===== src/hw/fg_inval_pkg.sv =====
// Shared encodings and constants for the fine-grained translation invalidate unit
package fg_inval_pkg;

	// Operation codes presented by the instruction pipeline
	localparam logic [2:0] OP_SINVAL = 3'h0;
	localparam logic [2:0] OP_HINVAL_VVMA = 3'h1;
	localparam logic [2:0] OP_HINVAL_GVMA = 3'h2;
	localparam logic [2:0] OP_FENCE_W_INVAL = 3'h3;
	localparam logic [2:0] OP_FENCE_INVAL_IR = 3'h4;
	localparam logic [2:0] OP_SFENCE_VMA = 3'h5;
	localparam logic [2:0] OP_HFENCE_VVMA = 3'h6;
	localparam logic [2:0] OP_HFENCE_GVMA = 3'h7;

	// Nominal privilege level (virtualisation is a separate bit)
	localparam logic [1:0] PRIV_U = 2'h0;
	localparam logic [1:0] PRIV_S = 2'h1;
	localparam logic [1:0] PRIV_M = 2'h3;

	// Translation stage that an invalidation targets
	localparam logic [1:0] KIND_S = 2'h0;
	localparam logic [1:0] KIND_VS = 2'h1;
	localparam logic [1:0] KIND_G = 2'h2;

	// Default sizes
	localparam int VA_WIDTH = 64;
	localparam int ID_WIDTH = 16;
	localparam int MAX_OUTSTANDING = 8;

	// Reset values
	localparam logic RST_READY = 1'b0;

	typedef enum logic [4:0] {
		ST_IDLE = 5'b00001,
		ST_STORES = 5'b00010,
		ST_ISSUE = 5'b00100,
		ST_DRAIN = 5'b01000,
		ST_RESP = 5'b10000
	} state_t;

endpackage


===== src/hw/fine_grained_translation_invalidate.sv =====
// Fine-grained address-translation invalidate and ordering unit of a hart
//
// Functional notes
// - SINVAL removes exactly what a full SFENCE.VMA with same operands removes.
// - SINVAL is ordered only against SFENCE.VMA, HFENCE.VVMA/GVMA and the two ordering fences.
// - SFENCE.W.INVAL orders earlier visible stores before later SINVALs.
// - SFENCE.INVAL.IR makes earlier SINVALs complete before later page walks.
// - W.INVAL, SINVAL, INVAL.IR in order act as one SFENCE.VMA.
// - HINVAL.VVMA/GVMA behave as SINVAL when the hypervisor is present.
// - HINVAL.GVMA selects entries by guest machine tag, not address space id.
// - Invalidations in U-mode raise illegal-instruction.
// - SINVAL or HINVAL.GVMA in S/HS-mode with machine trap bit set is illegal.
// - HINVAL in VS/VU-mode and SINVAL in VU-mode raise virtual-instruction.
// - SINVAL in VS-mode with hypervisor trap bit set raises virtual-instruction.
// - Ordering fences: illegal in U-mode, virtual-instruction in VU-mode.
// - Ordering fences ignore both trap bits; always allowed in S and VS.
// - Pipelined build issues invalidations back to back, ordering at fences.
// - Simple build runs invalidations as full fences, ordering fences as no-ops.
`timescale 1ns/10ps

module fine_grained_translation_invalidate
	import fg_inval_pkg::*;
#(
	parameter bit PIPELINED = 1'b1,
	parameter bit HYP_PRESENT = 1'b1,
	parameter int VA_W = VA_WIDTH,
	parameter int ID_W = ID_WIDTH,
	parameter int MAX_OUT = MAX_OUTSTANDING
)
(
	input wire logic core_clk, // Core clock
	input wire logic rst_n, // Asynchronous reset, active low
	input wire logic clkEn, // Freezes all state while low
	input wire logic opValid, // Pipeline presents an operation
	input wire logic [2:0] opCode, // Operation code
	input wire logic [1:0] privLevel, // Nominal privilege of the hart
	input wire logic virtMode, // Hart runs virtualised
	input wire logic machine_trap_vm_ops, // Machine trap bit for VM operations
	input wire logic hyp_trap_guest_vm_ops, // Hypervisor trap bit for guest VM ops
	input wire logic [VA_W-1:0] rs1Value, // Virtual address operand
	input wire logic rs1Zero, // rs1 names the zero register
	input wire logic [ID_W-1:0] rs2Value, // Identifier operand
	input wire logic rs2Zero, // rs2 names the zero register
	input wire logic storesDrained, // All earlier stores visible to page walker
	input wire logic invReady, // Translation caches accept an invalidation
	input wire logic invAck, // Translation caches finished one invalidation
	output logic opReady, // Unit accepts an operation
	output logic respValid, // One-cycle completion pulse
	output logic respIllegal, // Completion carries illegal-instruction trap
	output logic respVirtual, // Completion carries virtual-instruction trap
	output logic invValid, // Invalidation request to translation caches
	output logic [1:0] invKind, // Target translation stage
	output logic [VA_W-1:0] invAddr, // Virtual address to match
	output logic invAllAddr, // Match every address
	output logic [ID_W-1:0] invId, // Address space id or guest machine tag
	output logic invAllId, // Match every identifier
	output logic walkHold // Blocks implicit page-table accesses
);

	////////////////////////////////////////////////////////////////////////////
	// Decoding

	localparam int CNT_W = $clog2(MAX_OUT + 1);
	localparam logic [CNT_W-1:0] CNT_MAX = CNT_W'(MAX_OUT);
	localparam logic [CNT_W-1:0] CNT_ONE = CNT_W'(1);

	function automatic logic isInval(input logic [2:0] op);
		isInval = (op == OP_SINVAL) || (op == OP_HINVAL_VVMA) || (op == OP_HINVAL_GVMA);
	endfunction

	function automatic logic isFull(input logic [2:0] op);
		isFull = (op == OP_SFENCE_VMA) || (op == OP_HFENCE_VVMA) || (op == OP_HFENCE_GVMA);
	endfunction

	function automatic logic isHyp(input logic [2:0] op);
		isHyp = (op == OP_HINVAL_VVMA) || (op == OP_HINVAL_GVMA) ||
			(op == OP_HFENCE_VVMA) || (op == OP_HFENCE_GVMA);
	endfunction

	// Trap check; returns {illegal, virtual}
	function automatic logic [1:0] trapCheck(input logic [2:0] op, input logic [1:0] pl,
		input logic v, input logic mTrap, input logic hTrap);
		logic sLike;
		logic gvLike;
		logic userV;
		logic userH;
		sLike = (op == OP_SINVAL) || (op == OP_SFENCE_VMA);
		gvLike = (op == OP_HINVAL_GVMA) || (op == OP_HFENCE_GVMA);
		userV = v && (pl == PRIV_U);
		userH = !v && (pl == PRIV_U);
		trapCheck = 2'h0;
		if (isHyp(op) && !HYP_PRESENT)
			trapCheck = 2'h2;
		else if (userH)
			trapCheck = 2'h2;
		else if ((op == OP_FENCE_W_INVAL) || (op == OP_FENCE_INVAL_IR))
			trapCheck = userV ? 2'h1 : 2'h0;
		else if (isHyp(op) && v)
			trapCheck = 2'h1;
		else if (sLike && userV)
			trapCheck = 2'h1;
		else if (sLike && v && (pl == PRIV_S) && hTrap)
			trapCheck = 2'h1;
		else if ((sLike || gvLike) && !v && (pl == PRIV_S) && mTrap)
			trapCheck = 2'h2;
	endfunction

	// Stage selected by an invalidation; in VS-mode SINVAL acts on the VS stage
	function automatic logic [1:0] kindOf(input logic [2:0] op, input logic v);
		if ((op == OP_HINVAL_GVMA) || (op == OP_HFENCE_GVMA))
			kindOf = KIND_G;
		else if ((op == OP_HINVAL_VVMA) || (op == OP_HFENCE_VVMA) || v)
			kindOf = KIND_VS;
		else
			kindOf = KIND_S;
	endfunction

	////////////////////////////////////////////////////////////////////////////
	// Acceptance and next state

	state_t stateReg;
	state_t stateNext;
	logic [CNT_W-1:0] outCountReg;
	logic [1:0] trapNow;
	logic take;
	logic issueFire;
	logic needStores;
	logic needDrain;
	logic needIssue;
	logic needIssueReg;
	logic needDrainReg;

	assign take = clkEn && opValid && opReady;
	assign issueFire = invValid && invReady;
	assign trapNow = trapCheck(opCode, privLevel, virtMode, machine_trap_vm_ops,
		hyp_trap_guest_vm_ops);

	always_comb
	begin
		needIssue = isInval(opCode) || isFull(opCode);
		needStores = isFull(opCode) || (opCode == OP_FENCE_W_INVAL) ||
			(isInval(opCode) && !PIPELINED);
		needDrain = isFull(opCode) || (opCode == OP_FENCE_INVAL_IR) ||
			(isInval(opCode) && !PIPELINED);
		if (!PIPELINED && !needIssue)
		begin
			needStores = 1'b0;
			needDrain = 1'b0;
		end
	end

	always_comb
	begin
		stateNext = stateReg;
		unique case (stateReg)
			ST_IDLE:
			begin
				if (take)
				begin
					if (trapNow != 2'h0)
						stateNext = ST_RESP;
					else if (needStores)
						stateNext = ST_STORES;
					else if (needIssue)
						stateNext = ST_ISSUE;
					else if (needDrain)
						stateNext = ST_DRAIN;
					else
						stateNext = ST_RESP;
				end
			end
			ST_STORES:
			begin
				if (storesDrained)
					stateNext = needIssueReg ? ST_ISSUE : (needDrainReg ? ST_DRAIN : ST_RESP);
			end
			ST_ISSUE:
			begin
				if (issueFire)
					stateNext = needDrainReg ? ST_DRAIN : ST_RESP;
			end
			ST_DRAIN:
			begin
				if (outCountReg == '0)
					stateNext = ST_RESP;
			end
			ST_RESP:
				stateNext = ST_IDLE;
		endcase
	end

	////////////////////////////////////////////////////////////////////////////
	// Sequencer

	always_ff @(posedge core_clk or negedge rst_n)
	begin
		if (!rst_n)
			stateReg <= ST_IDLE;
		else if (clkEn)
			stateReg <= stateNext;
	end

	// Plans latched at acceptance; SINVAL waits on nothing else in pipelined mode
	always_ff @(posedge core_clk or negedge rst_n)
	begin
		if (!rst_n)
		begin
			needIssueReg <= 1'b0;
			needDrainReg <= 1'b0;
		end
		else if (take)
		begin
			// The op code may change once taken, so the issue and drain steps of the plan are kept here
			needIssueReg <= needIssue;
			needDrainReg <= needDrain;
		end
	end

	always_ff @(posedge core_clk or negedge rst_n)
	begin
		if (!rst_n)
			opReady <= RST_READY;
		else if (clkEn)
			opReady <= (stateNext == ST_IDLE);
	end

	always_ff @(posedge core_clk or negedge rst_n)
	begin
		if (!rst_n)
		begin
			respValid <= 1'b0;
			respIllegal <= 1'b0;
			respVirtual <= 1'b0;
		end
		else if (clkEn)
		begin
			respValid <= (stateNext == ST_RESP);
			if (take)
			begin
				respIllegal <= trapNow[1];
				respVirtual <= trapNow[0];
			end
		end
	end

	////////////////////////////////////////////////////////////////////////////
	// Invalidation request to the translation caches

	// Payload latched at acceptance and held stable while the request waits
	always_ff @(posedge core_clk or negedge rst_n)
	begin
		if (!rst_n)
		begin
			invKind <= KIND_S;
			invAddr <= '0;
			invAllAddr <= 1'b0;
			invId <= '0;
			invAllId <= 1'b0;
		end
		else if (take && (needIssue == 1'b1))
		begin
			invKind <= kindOf(opCode, virtMode);
			invAddr <= rs1Value;
			invAllAddr <= rs1Zero;
			invId <= rs2Value;
			invAllId <= rs2Zero;
		end
	end

	// A full tracker stalls the request rather than losing an acknowledge
	always_ff @(posedge core_clk or negedge rst_n)
	begin
		if (!rst_n)
			invValid <= 1'b0;
		else if (clkEn)
			invValid <= (stateNext == ST_ISSUE) && !(issueFire && stateReg == ST_ISSUE) &&
				(outCountReg != CNT_MAX || invAck);
	end

	always_ff @(posedge core_clk or negedge rst_n)
	begin
		if (!rst_n)
			outCountReg <= '0;
		else if (clkEn)
		begin
			if (issueFire && !invAck)
				outCountReg <= outCountReg + CNT_ONE;
			else if (!issueFire && invAck && outCountReg != '0)
				outCountReg <= outCountReg - CNT_ONE;
		end
	end

	// Page walks wait while an ordering fence drains outstanding invalidations
	always_ff @(posedge core_clk or negedge rst_n)
	begin
		if (!rst_n)
			walkHold <= 1'b0;
		else if (clkEn)
			walkHold <= (stateNext == ST_DRAIN);
	end

endmodule


===== config.mk =====
export PLATFORM = sky130hd
export DESIGN_NAME = fine_grained_translation_invalidate
export DESIGN_NICKNAME = d
export VERILOG_FILES = /design/src/hw/fg_inval_pkg.sv /design/src/hw/fine_grained_translation_invalidate.sv
export SDC_FILE = /design/constraint.sdc
export NUM_CORES = 1
export LEC_CHECK = 0
export BUFFER_PORTS_ARGS = -buffer_cell sky130_fd_sc_hd__buf_2
export CAP_MARGIN = 30
export CORE_MARGIN = 4
export CORE_UTILIZATION = 25
export CTS_CLUSTER_SIZE = 28
export DETAILED_ROUTE_END_ITERATION = 10
export PLACE_DENSITY = 0.48
export SLEW_MARGIN = 0
export SYNTH_ARGS = -nofsm -noshare
export SYNTH_HDL_FRONTEND = slang
export SYNTH_SLANG_ARGS = --single-unit

===== constraint.sdc =====
create_clock -name core_clk -period 5.5 [get_ports core_clk]
set_input_delay 0.275 -clock core_clk [delete_from_list [all_inputs] [get_ports core_clk]]
set_output_delay 0.275 -clock core_clk [all_outputs]
set_load 0.005 [all_outputs]

==> impl_results.md, run 1 <==
- Nets@finish: 618
- Worst-Skew Late Latency: 340 ps
- Core area: 0.0173 mm^2
- P_leak: 0.00312 uW
- P_sw: 596 uW
- Final setup violation count: 0
- Tot Pwr: 2210 uW
- Nature of the critical path endpoint: flip-flop
- Sw Ratio: 0.270
- DRT antenna net count: 0
- Rows: 48
- TritonCTS clock tree: yes
- Root Driver: clkbuf_16
- H-tree lvl count: 3
- Yosys warns: 0
- Synthesized area per cell: 13.1 um^2
- Top Ports: 187
- Buffers on Ports: 186
- GP Congestion: 0.820
- Sink Count: 101
- Die area: 0.0198 mm^2
- CTS buffer count: 9
- Antenna violations before repair: 1
- RR Startpoint: opReady
- Post-Syn Nets: 436
- Outcome: finished, final reports clean
- Synth Instances: 336
- Filler instances: 1,773
- Synth unique cells: 54
- Buf/Inv on CP: 1
- CP Max Fanout: 52
- Placed instance count: 731
- CP startpoint: opReady
- Final hold vios: 0
- Initial Util: 0.255
- Hold wc startpoint: rs1Value[30]
- Ys async rst share: 1.00
- Worst path slowest cell: a21o_4
- Seq pwr share: 0.454
- Maximum VDD drop: 0.174 mV
- Max-slew headroom: 0.495
- Comb power frac: 0.214
- Top-area cell type share of the netlist area: 0.568
- Worst EP required: 5730 ps
- Clk slew on worst S/H paths: 70 ps
- Cell Area, Synth: 0.00441 mm^2
- Clock share of power: 0.332
- # diodes: 0
- Pwr Density: 374 mW/mm^2
- Most used DFF post-synth: dfrtp_1
- Slew Limit Fails: 0
- Fin crit share: 0.445
- Share of cells above drive strength 1: 0.566
- Count leader, synth: dfrtp_1
- Register area share after synthesis: 0.574
- CP Class: flip-flop to flip-flop
- Non-filler cells, final: 748
- First-pass GRT wire length: 18,900 um
- Pre-antenna DRT Iters: 4
- Area leader, netlist: dfrtp_1
- Synth top cells by count: dfrtp_1, mux2_2, a21oi_1, nor2_1, nand2_1
- Slew @ Worst Pin: 757 ps
- Multi-input gate area: 0.00176 mm^2
- Drt via density: 4.42
- Detailed Place HPWL: 8640 um
- Worst hold path class: input pin to flip-flop
- Avg WL per Cell: 15.1 um
- Vias: 3,309
- WL final: 11,300 um
- Max incr delay on CP: 560 ps
- Die Wd: 141 um
- DRC violations left: 0
- Grt total ovfl: 0
- Register area: 0.00253 mm^2
- Largest net degree at the start of global routing: 60
- Initial DRC Count: 182
- Post-synth EDFFs: 0
- Fin crit period: 2450 ps
- Seq cells post-synth: 101
- Overall global routing resource usage: 0.118
- Bufs on Longest Clock Path: 2
- Vias in the first global route: 3,677
- Worst path cell trace: and3_1, o21ai_0, a21o_4, buf_4, mux2_2
- Synth top area cells: dfrtp_1, mux2_2, a21oi_1
- Fin Setup TNS: 0 ps
- Final Skew: 5.86 ps
- Unrepaired setup endpoints after global routing: no
- Crit path DAT: 2680 ps
- Worst path top cell family by delay: compound AO/OA/AOI/OAI gates
- Max Freq: 408 MHz
- Synthesis-to-layout area growth: 34.0%
- Crit path launch type: flip-flop
- Number of max-cap violations: 0
- Chip Height: 141 um
- Internal Dissipation: 1610 uW
registers in the layout (all words and copies together), names as in the netlist, 2 cells and up:
| register | cells |
|---|---|
| invAddr | 64 |
| invId | 16 |
| stateReg | 5 |
| outCountReg | 4 |
| invKind | 2 |
through the flow:
| step | area (um^2) | utilization | hold slack (ps) | setup slack [ps] |
|---|---|---|---|---|
| finish | 5910 | 0.341 | 156 | 3050 |
| global route | 5910 | 0.341 | 130 | 2860 |
| CTS | 5910 | 0.341 | 132 | 2990 |
| detailed placement | 5550 | 0.321 | 321 | 2900 |
| global placement | 5550 | 0.321 | 319 | 2960 |
| floorplan | 4410 | - | -20.6 | 3370 |
power by group through the flow:
stage / Sequential, uW / Clock [uW] / Combinational, uW
2_1_floorplan: 999 / 0 / 263
3_3_place_gp: 1010 / 0 / 474
3_5_place_dp: 1010 / 0 / 484
4_1_cts: 1000 / 763 / 485
5_1_grt: 1030 / 796 / 530
6_report: 1000 / 733 / 472
metal layers:
metal	routed length (um)	part of all wire	vias up	track usage
met5	13	0.0011	-	0
met4	230	0.020	2	0.0428
met3	912	0.081	21	0.0499
met2	5890	0.52	110	0.207
met1	4260	0.38	1599	0.128
li1	-	-	1577	-
path summary, 6_finish.rpt:
kind / depth (start not counted) / to / slack [ps]
max reg2reg: 5 / invAddr[52] / 3050
max in group asynchronous: 3 / invAddr[13] / 3840
min: 2 / invAddr[30] / 160
min reg2reg: 2 / respVirtual / 490
min in group asynchronous: 2 / invId[13] / 460
max: 5 / invAddr[52] / 3050
cells by family (layout without fill, tap and decap cells):
logic type	after synthesis	in the layout	synth area share
fa+ha+maj	4	4	0.0125
buf+inv	27	214	0.0292
mux	84	84	0.215
simple gates	63	63	0.0769
compound gates	52	52	0.0832
flops	101	101	0.574
xor+xnor	5	5	0.00993
worst register-to-register path, delay by kind of cell, from the launching register on:
family                 cells  cell delay (ps)
AOI/OAI and AO/OA          2              720
buffers and inverters      1              510
DFF                        1              420
muxes                      1              400
and+or+nand+nor            1              280
layout make-up:
cell class	count	share of cell area
clock buffers	10	0.0388
clock inverters	6	0.0197
inverters	9	0.00572
multi-input cells	208	0.298
flip-flops and latches	101	0.428
well taps	225	0.0477
repair buffers	189	0.162
cell usage in the layout (no fill, tap or decap), types with 2 or more instances in the layout:
cell type	count
o32ai_1	3
a22o_1	2
and3_1	2
ha_1	2
inv_6	2
nand2b_1	6
xnor2_1	4
or4b_1	2
nor4_1	3
buf_4	3
o21ai_0	8
nor3_1	3
clkbuf_16	9
or3_1	2
nand2_1	11
o21a_1	2
and2_1	2
bufinv_16	3
a21oi_1	14
nand3_1	8
o31ai_1	2
a21o_1	3
mux2_2	84
nor2_1	14
nand3b_1	2
inv_1	9
buf_2	185
dfrtp_1	100
a2111oi_0	2
o211ai_1	2
timing repair:
action,in CTS,in global routing
resized for setup,0,0
hold buffers,1,0
hold endpoints to repair,41,0
endpoints found under the setup margin,0,0
setup buffers,0,0
(Power assumes the default switching activity.)
==> inputs of run 2 (changes only) <==
- PLACE_DENSITY: 0.48 -> 0.5
- clock period: 5.5 -> 2.1 ns (I/O delays scaled with it)
==> run 2 against run 1 <==
  * Die area did not move
  * Design area rose by 17%
  * Largest power group unchanged
  * Clock power rose by 120%
  * Sequential share of layout area fell by 6.2 points
  * Wire length rose by 11%
  * Sequential cell count did not move
  * Largest cell class unchanged
  * Via count rose by 13%
==> impl_results.md, run 2 (synthesis gave the netlist of run 1 again) <==
- Outcome: finished, final reports clean (unchanged)
- Detailed Place HPWL: 9040 um (was 8640 um)
- Nature of the critical path endpoint: flip-flop (unchanged)
- Vias: 3,746 (was 3,309)
- CP Class: flip-flop to flip-flop (unchanged)
- Number of max-cap violations: 0 (unchanged)
- First-pass GRT wire length: 21,000 um (was 18,900 um)
- Top Ports: 187 (unchanged)
- P_leak: 0.00354 uW (was 0.00312 uW)
- Max reg flops: 64 (unchanged)
- DRT antenna net count: 0 (unchanged)
- TritonCTS clock tree: yes (unchanged)
- Unrepaired setup endpoints after global routing: yes (was no)
- Slew @ Worst Pin: 423 ps (was 757 ps)
- Tot Pwr: 5780 uW (was 2210 uW)
- Share of cells above drive strength 1: 0.530 (was 0.566)
- Slew Limit Fails: 0 (unchanged)
- Final hold vios: 0 (unchanged)
- Buffers on Ports: 186 (unchanged)
- DRC violations left: 0 (unchanged)
- Largest net degree at the start of global routing: 55 (was 60)
- Drt via density: 4.42 (about the same)
- Worst-Skew Late Latency: 340 ps (about the same)
- Sink Count: 101 (unchanged)
- R2R depth: 7 (was 5)
- Met1 Resource Use GR: 0.156 (was 0.128)
- Final Skew: 3.48 ps (was 5.86 ps)
- Core area: 0.0173 mm^2 (unchanged)
- Die Wd: 141 um (unchanged)
- Non-filler cells, final: 848 (was 748)
- Busiest grt layer: met2 (unchanged)
- Crit path launch type: flip-flop (unchanged)
- H-tree lvl count: 3 (unchanged)
- Rows: 48 (unchanged)
- Initial Util: 0.255 (unchanged)
- Maximum VDD drop: 0.392 mV (was 0.174 mV)
- Crit path DAT: 2320 ps (was 2680 ps)
- Root Driver: clkbuf_16 (unchanged)
- Hold depth: 2 (unchanged)
- Fin crit period: 2080 ps (was 2450 ps)
- Grt met2 use: 0.221 (was 0.207)
- Worst EP required: 2340 ps (was 5730 ps)
- GP Congestion: 0.886 (was 0.820)
- CP Max Fanout: 3 (was 52)
- Grt total ovfl: 0 (unchanged)
- Initial DRC Count: 61 (was 182)
- Worst hold path class: input pin to flip-flop (unchanged)
- Placed instance count: 753 (was 731)
- Reg with most FFs: invAddr (unchanged)
- Chip Height: 141 um (unchanged)
- Synthesis-to-layout area growth: 56.8% (was 34.0%)
- Die area: 0.0198 mm^2 (unchanged)
- WL final: 12,600 um (was 11,300 um)
- Bufs on Longest Clock Path: 2 (unchanged)
- Most common cell after layout, fill and taps aside: buf_2 (unchanged)
- Nets@finish: 718 (was 618)
- Clk slew on worst S/H paths: 70 ps (about the same)
- Biggest regs: invAddr (64), invId (16), stateReg (5) (unchanged)
- Pre-antenna DRT Iters: 4 (unchanged)
- Grt met3 use: 0.0461 (was 0.0499)
- Antenna violations before repair: 0 (was 1)
- Avg WL per Cell: 14.9 um (was 15.1 um)
- Commonest non-fill, non-tap cells in the layout: buf_2, dfrtp_1, mux2_2 (unchanged)
- Max Freq: 481 MHz (was 408 MHz)
- Fin crit share: 0.990 (was 0.445)
- CTS buffer count: 9 (unchanged)
- Final setup violation count: 0 (unchanged)
- Overall global routing resource usage: 0.130 (was 0.118)
- Max-slew headroom: 0.718 (was 0.495)
- # diodes: 0 (unchanged)
- Vias in the first global route: 4,119 (was 3,677)
- Pwr Density: 837 mW/mm^2 (was 374 mW/mm^2)
[run 2: cell types whose count changed in the layout (fill, tap and decap cells not counted), sizes merged]
cell,delta
dlygate4sd3,+77
buf,+23
bufinv,-3
clkinvlp,+2
inv,+1
[run 2: per-stage QoR]
| stage | setup TNS [ps] | worst slack (ps) | area (um^2) | hold WS (ps) | utilization |
|---|---|---|---|---|---|
| finish | 0 | 21.6 | 6910 | 16.0 | 0.400 |
| global route | -200 | -68.0 | 6910 | 3.60 | 0.400 |
| CTS | 0 | 0.995 | 6870 | 0.597 | 0.397 |
| detailed placement | -113 | -92.0 | 5770 | 79.0 | 0.334 |
| global placement | -19.5 | -19.5 | 5770 | 63.8 | 0.334 |
| floorplan | -15.8 | -15.8 | 4430 | -191 | - |
[run 2: report_power, final]
group,switching [uW],leakage [uW],internal [uW],total [uW]
sequential,248,0.00133,2340,2590
clock,766,0.000139,860,1630
combinational,669,0.00208,896,1560
[run 2: final timing paths]
| check | startpoint | end | slack [ps] |
|---|---|---|---|
| hold reg to reg | respIllegal | respIllegal | 490 |
| min in group asynchronous | rst_n | invAddr[44] | 230 |
| max in group asynchronous | rst_n | stateReg[0] | 1190 |
| setup / recovery | stateReg[2] | invValid | 20 |
| hold / removal | rs1Value[2] | invAddr[2] | 20 |
| setup reg to reg | stateReg[2] | invValid | 20 |
[run 2: final cells by class]
cell class / instances / area, um^2
Multi-Input combinational cell: 208 / 1840
Timing Repair Buffer: 289 / 1940
Inverter: 9 / 33.8
Clock buffer: 10 / 239
Tap cell: 225 / 282
Clock inverter: 6 / 55.1
Fill cell: 1676 / 10400
Sequential cell: 101 / 2530
[run 2: timing repair]
action | in CTS | in global routing
resized for setup | 3 | 8
buffers inserted | 1 | 0
hold buffers | 78 | 0
pin swaps | 3 | 1
endpoints found under the hold margin | 107 | 0
setup endpoints to repair | 4 | 7
[run 2: routing by layer]
layer | wire length, um | up-vias
met2 | 6320 | 128
met3 | 973 | 14
met5 | 0 | -
met1 | 5100 | 1831
li1 | - | 1773
met4 | 200 | 0
[run 2: critical path, stage by stage, from the launching register on]
cell and delay (ps):
dfrtp_1 390, or4b_4 550, o311a_4 150, buf_4 140, o22ai_2 160, and3_4 220, o2111ai_1 130, o32ai_1 230
==> inputs of run 3 (changes only) <==
- PLACE_DENSITY: 0.5 -> 0.48
- clock period: 2.1 -> 2.31 ns (I/O delays scaled with it)
==> run 3 against run 2 <==
  * Critical path depth shrank 1
  * Count of clock-buffer cells in the layout stayed put
  * First-iteration DRC count rose by 120%
  * Via count is 2.0% lower
  * Largest cell class unchanged
  * Combinational power decreased by 16%
==> impl_results.md, run 3 (synthesis gave the netlist of run 1 again) <==
- Outcome: finished, final reports clean (unchanged)
- Unrepaired setup endpoints after global routing: no (was yes)
- CP Class: flip-flop to flip-flop (unchanged)
- Slew @ Worst Pin: 527 ps (was 423 ps)
- Bufs on Longest Clock Path: 2 (unchanged)
- Busiest grt layer: met2 (unchanged)
- Share of cells above drive strength 1: 0.512 (was 0.530)
- Worst reg-to-reg setup slack: 90 ps (was 20 ps)
- Die Wd: 141 um (unchanged)
- Worst path cell trace: or4b_1, o311a_2, or2_4, a311oi_4, nand3_2, o32ai_2 (was or4b_4, o311a_4, buf_4, o22ai_2, and3_4, o2111ai_1, o32ai_1)
- Largest net degree at the start of global routing: 49 (was 55)
- Nets@finish: 706 (was 718)
- Die area: 0.0198 mm^2 (unchanged)
- Number of max-cap violations: 0 (unchanged)
- Internal Dissipation: 3740 uW (was 4100 uW)
- Reg with most FFs: invAddr (unchanged)
- Overall global routing resource usage: 0.124 (was 0.130)
- Final Skew: 5.01 ps (was 3.48 ps)
- Clk slew on worst S/H paths: 70 ps (about the same)
- Met1 Resource Use GR: 0.137 (was 0.156)
- Vias in the first global route: 4,065 (was 4,119)
- Seq pwr share: 0.454 (was 0.448)
- RR Startpoint: stateReg[4] (was stateReg[2])
- Synthesis-to-layout area growth: 54.3% (was 56.8%)
- Chip Height: 141 um (unchanged)
- Final setup violation count: 0 (unchanged)
- Detailed Place HPWL: 8730 um (was 9040 um)
- Max incr delay on CP: 570 ps (was 550 ps)
- H-tree lvl count: 3 (unchanged)
- TritonCTS clock tree: yes (unchanged)
- Worst hold endpoint: invAddr[10] (was invAddr[2])
- Buf/Inv on CP: 0 (was 1)
- Worst EP required: 2560 ps (was 2340 ps)
- Clock share of power: 0.294 (was 0.281)
- Final worst setup slack: 94.8 ps (was 21.6 ps)
- Fin crit share: 0.959 (was 0.990)
- First-pass GRT wire length: 19,800 um (was 21,000 um)
- Root Driver: clkbuf_16 (unchanged)
- Grt total ovfl: 0 (unchanged)
- Avg WL per Cell: 14.5 um (was 14.9 um)
- # diodes: 0 (unchanged)
- CP Max Fanout: 9 (was 3)
- Drt via density: 4.39 (was 4.42)
- Rows: 48 (unchanged)
- Max Freq: 451 MHz (was 481 MHz)
- P_leak: 0.00348 uW (was 0.00354 uW)
- Max-slew headroom: 0.649 (was 0.718)
- CTS buffer count: 9 (unchanged)
- Crit path DAT: 2470 ps (was 2320 ps)
- Pwr Density: 769 mW/mm^2 (was 837 mW/mm^2)
- Top Ports: 187 (unchanged)
- DRC violations left: 0 (unchanged)
- Buffers on Ports: 186 (unchanged)
- DRT antenna net count: 0 (unchanged)
- Sw Ratio: 0.284 (was 0.291)
- GP Congestion: 0.814 (was 0.886)
- Initial DRC Count: 134 (was 61)
- Worst path slowest cell: or4b_1 (was or4b_4)
- Antenna violations before repair: 0 (unchanged)
- Worst path top cell family by delay: simple AND/OR/NAND/NOR gates (unchanged)
- Max reg flops: 64 (unchanged)
- Crit path launch type: flip-flop (unchanged)
- Comb power frac: 0.251 (was 0.271)
- Slew Limit Fails: 0 (unchanged)
- Worst-Skew Late Latency: 340 ps (about the same)
- Nature of the critical path endpoint: flip-flop (unchanged)
- Fin Setup TNS: 0 ps (unchanged)
- Initial Util: 0.255 (unchanged)
- Grt met2 use: 0.220 (was 0.221)
- Hold depth: 2 (unchanged)
- Hold wc startpoint: rs1Value[10] (was rs1Value[2])
- Final hold vios: 0 (unchanged)
- R2R depth: 6 (was 7)
- Post-Place Worst Slack: 46.8 ps (was -92.0 ps)
- Sink Count: 101 (unchanged)
- Vias: 3,670 (was 3,746)
- Worst hold path class: input pin to flip-flop (unchanged)
- Core area: 0.0173 mm^2 (unchanged)
- Commonest non-fill, non-tap cells in the layout: buf_2, dfrtp_1, mux2_2 (unchanged)
- Biggest regs: invAddr (64), invId (16), stateReg (5) (unchanged)
- Worst R2R End: opReady (was invValid)
- Most common cell after layout, fill and taps aside: buf_2 (unchanged)
- Fin crit period: 2220 ps (was 2080 ps)
- Pre-antenna DRT Iters: 4 (unchanged)
- Total setup buffers inserted after CTS: 0 (was 1)
- WL final: 12,100 um (was 12,600 um)
- P_sw: 1490 uW (was 1680 uW)
- Maximum VDD drop: 0.325 mV (was 0.392 mV)
- Grt met3 use: 0.0373 (was 0.0461)
## run 3: changes by cell type in the layout (fill, tap and decap cells not counted), moves of 2 or more
cell	change
buf_4	-14
dfrtp_1	-3
dfrtp_2	+3
dlygate4sd3_1	+2
inv_6	+2
inv_8	-2
nor3_1	+2
nor3_2	-2
or4b_1	+2
or4b_4	-2
## run 3: layout make-up
class                      instances  area (um^2)
clock buffer                      10          229
fill                            1662        10500
timing repair buffer             277         1850
multi-input combinational        208         1800
tap                              225          282
inverter                           9         33.8
clock inverter                     6         68.8
sequential                       101         2530
## run 3: power by group through the flow
stage	Combinational, uW	Clock [uW]	Sequential [uW]
after global routing	1460	1660	2430
after CTS	1310	1610	2370
after floorplan	626	0	2380
final	1310	1540	2380
after global placement	1180	0	2380
after detailed placement	1200	0	2400
## run 3: routing by layer
layer / vias up / share of wire
met2: 108 / 0.53
met5: - / 0
li1: 1748 / -
met3: 24 / 0.061
met4: 0 / 0.028
met1: 1790 / 0.38
## run 3: worst max path at each step
| stage | from | endpoint | slack (ps) | depth (start not counted) |
|---|---|---|---|---|
| 2_1_floorplan | stateReg[1] | opReady | 180 | 7 |
| 3_3_place_gp | stateReg[4] | opReady | 110 | 6 |
| 3_5_place_dp | stateReg[4] | opReady | 50 | 6 |
| 4_1_cts | stateReg[4] | opReady | 30 | 6 |
| 5_1_grt | stateReg[2] | walkHold | 7 | 6 |
| 6_report | stateReg[4] | opReady | 90 | 6 |
## run 3: through the flow
| step | instances | util | hold slack [ps] | instance area [um^2] | power (uW) |
|---|---|---|---|---|---|
| after global routing | 836 | 0.393 | 11.9 | 6800 | 5550 |
| after floorplan | 336 | - | -180 | 4410 | 3000 |
| after detailed placement | 740 | 0.327 | 133 | 5660 | 3600 |
| after CTS | 836 | 0.390 | 0.939 | 6750 | 5290 |
| after global placement | 740 | 0.327 | 124 | 5660 | 3560 |
| final | 836 | 0.393 | 16.5 | 6800 | 5230 |
## run 3: repair_timing
| action | 4_1_cts | 5_1_grt |
|---|---|---|
| setup endpoints to repair | 0 | 4 |
| hold endpoints to repair | 117 | 0 |
| hold buffers | 80 | 0 |
| gates resized for setup | 0 | 10 |
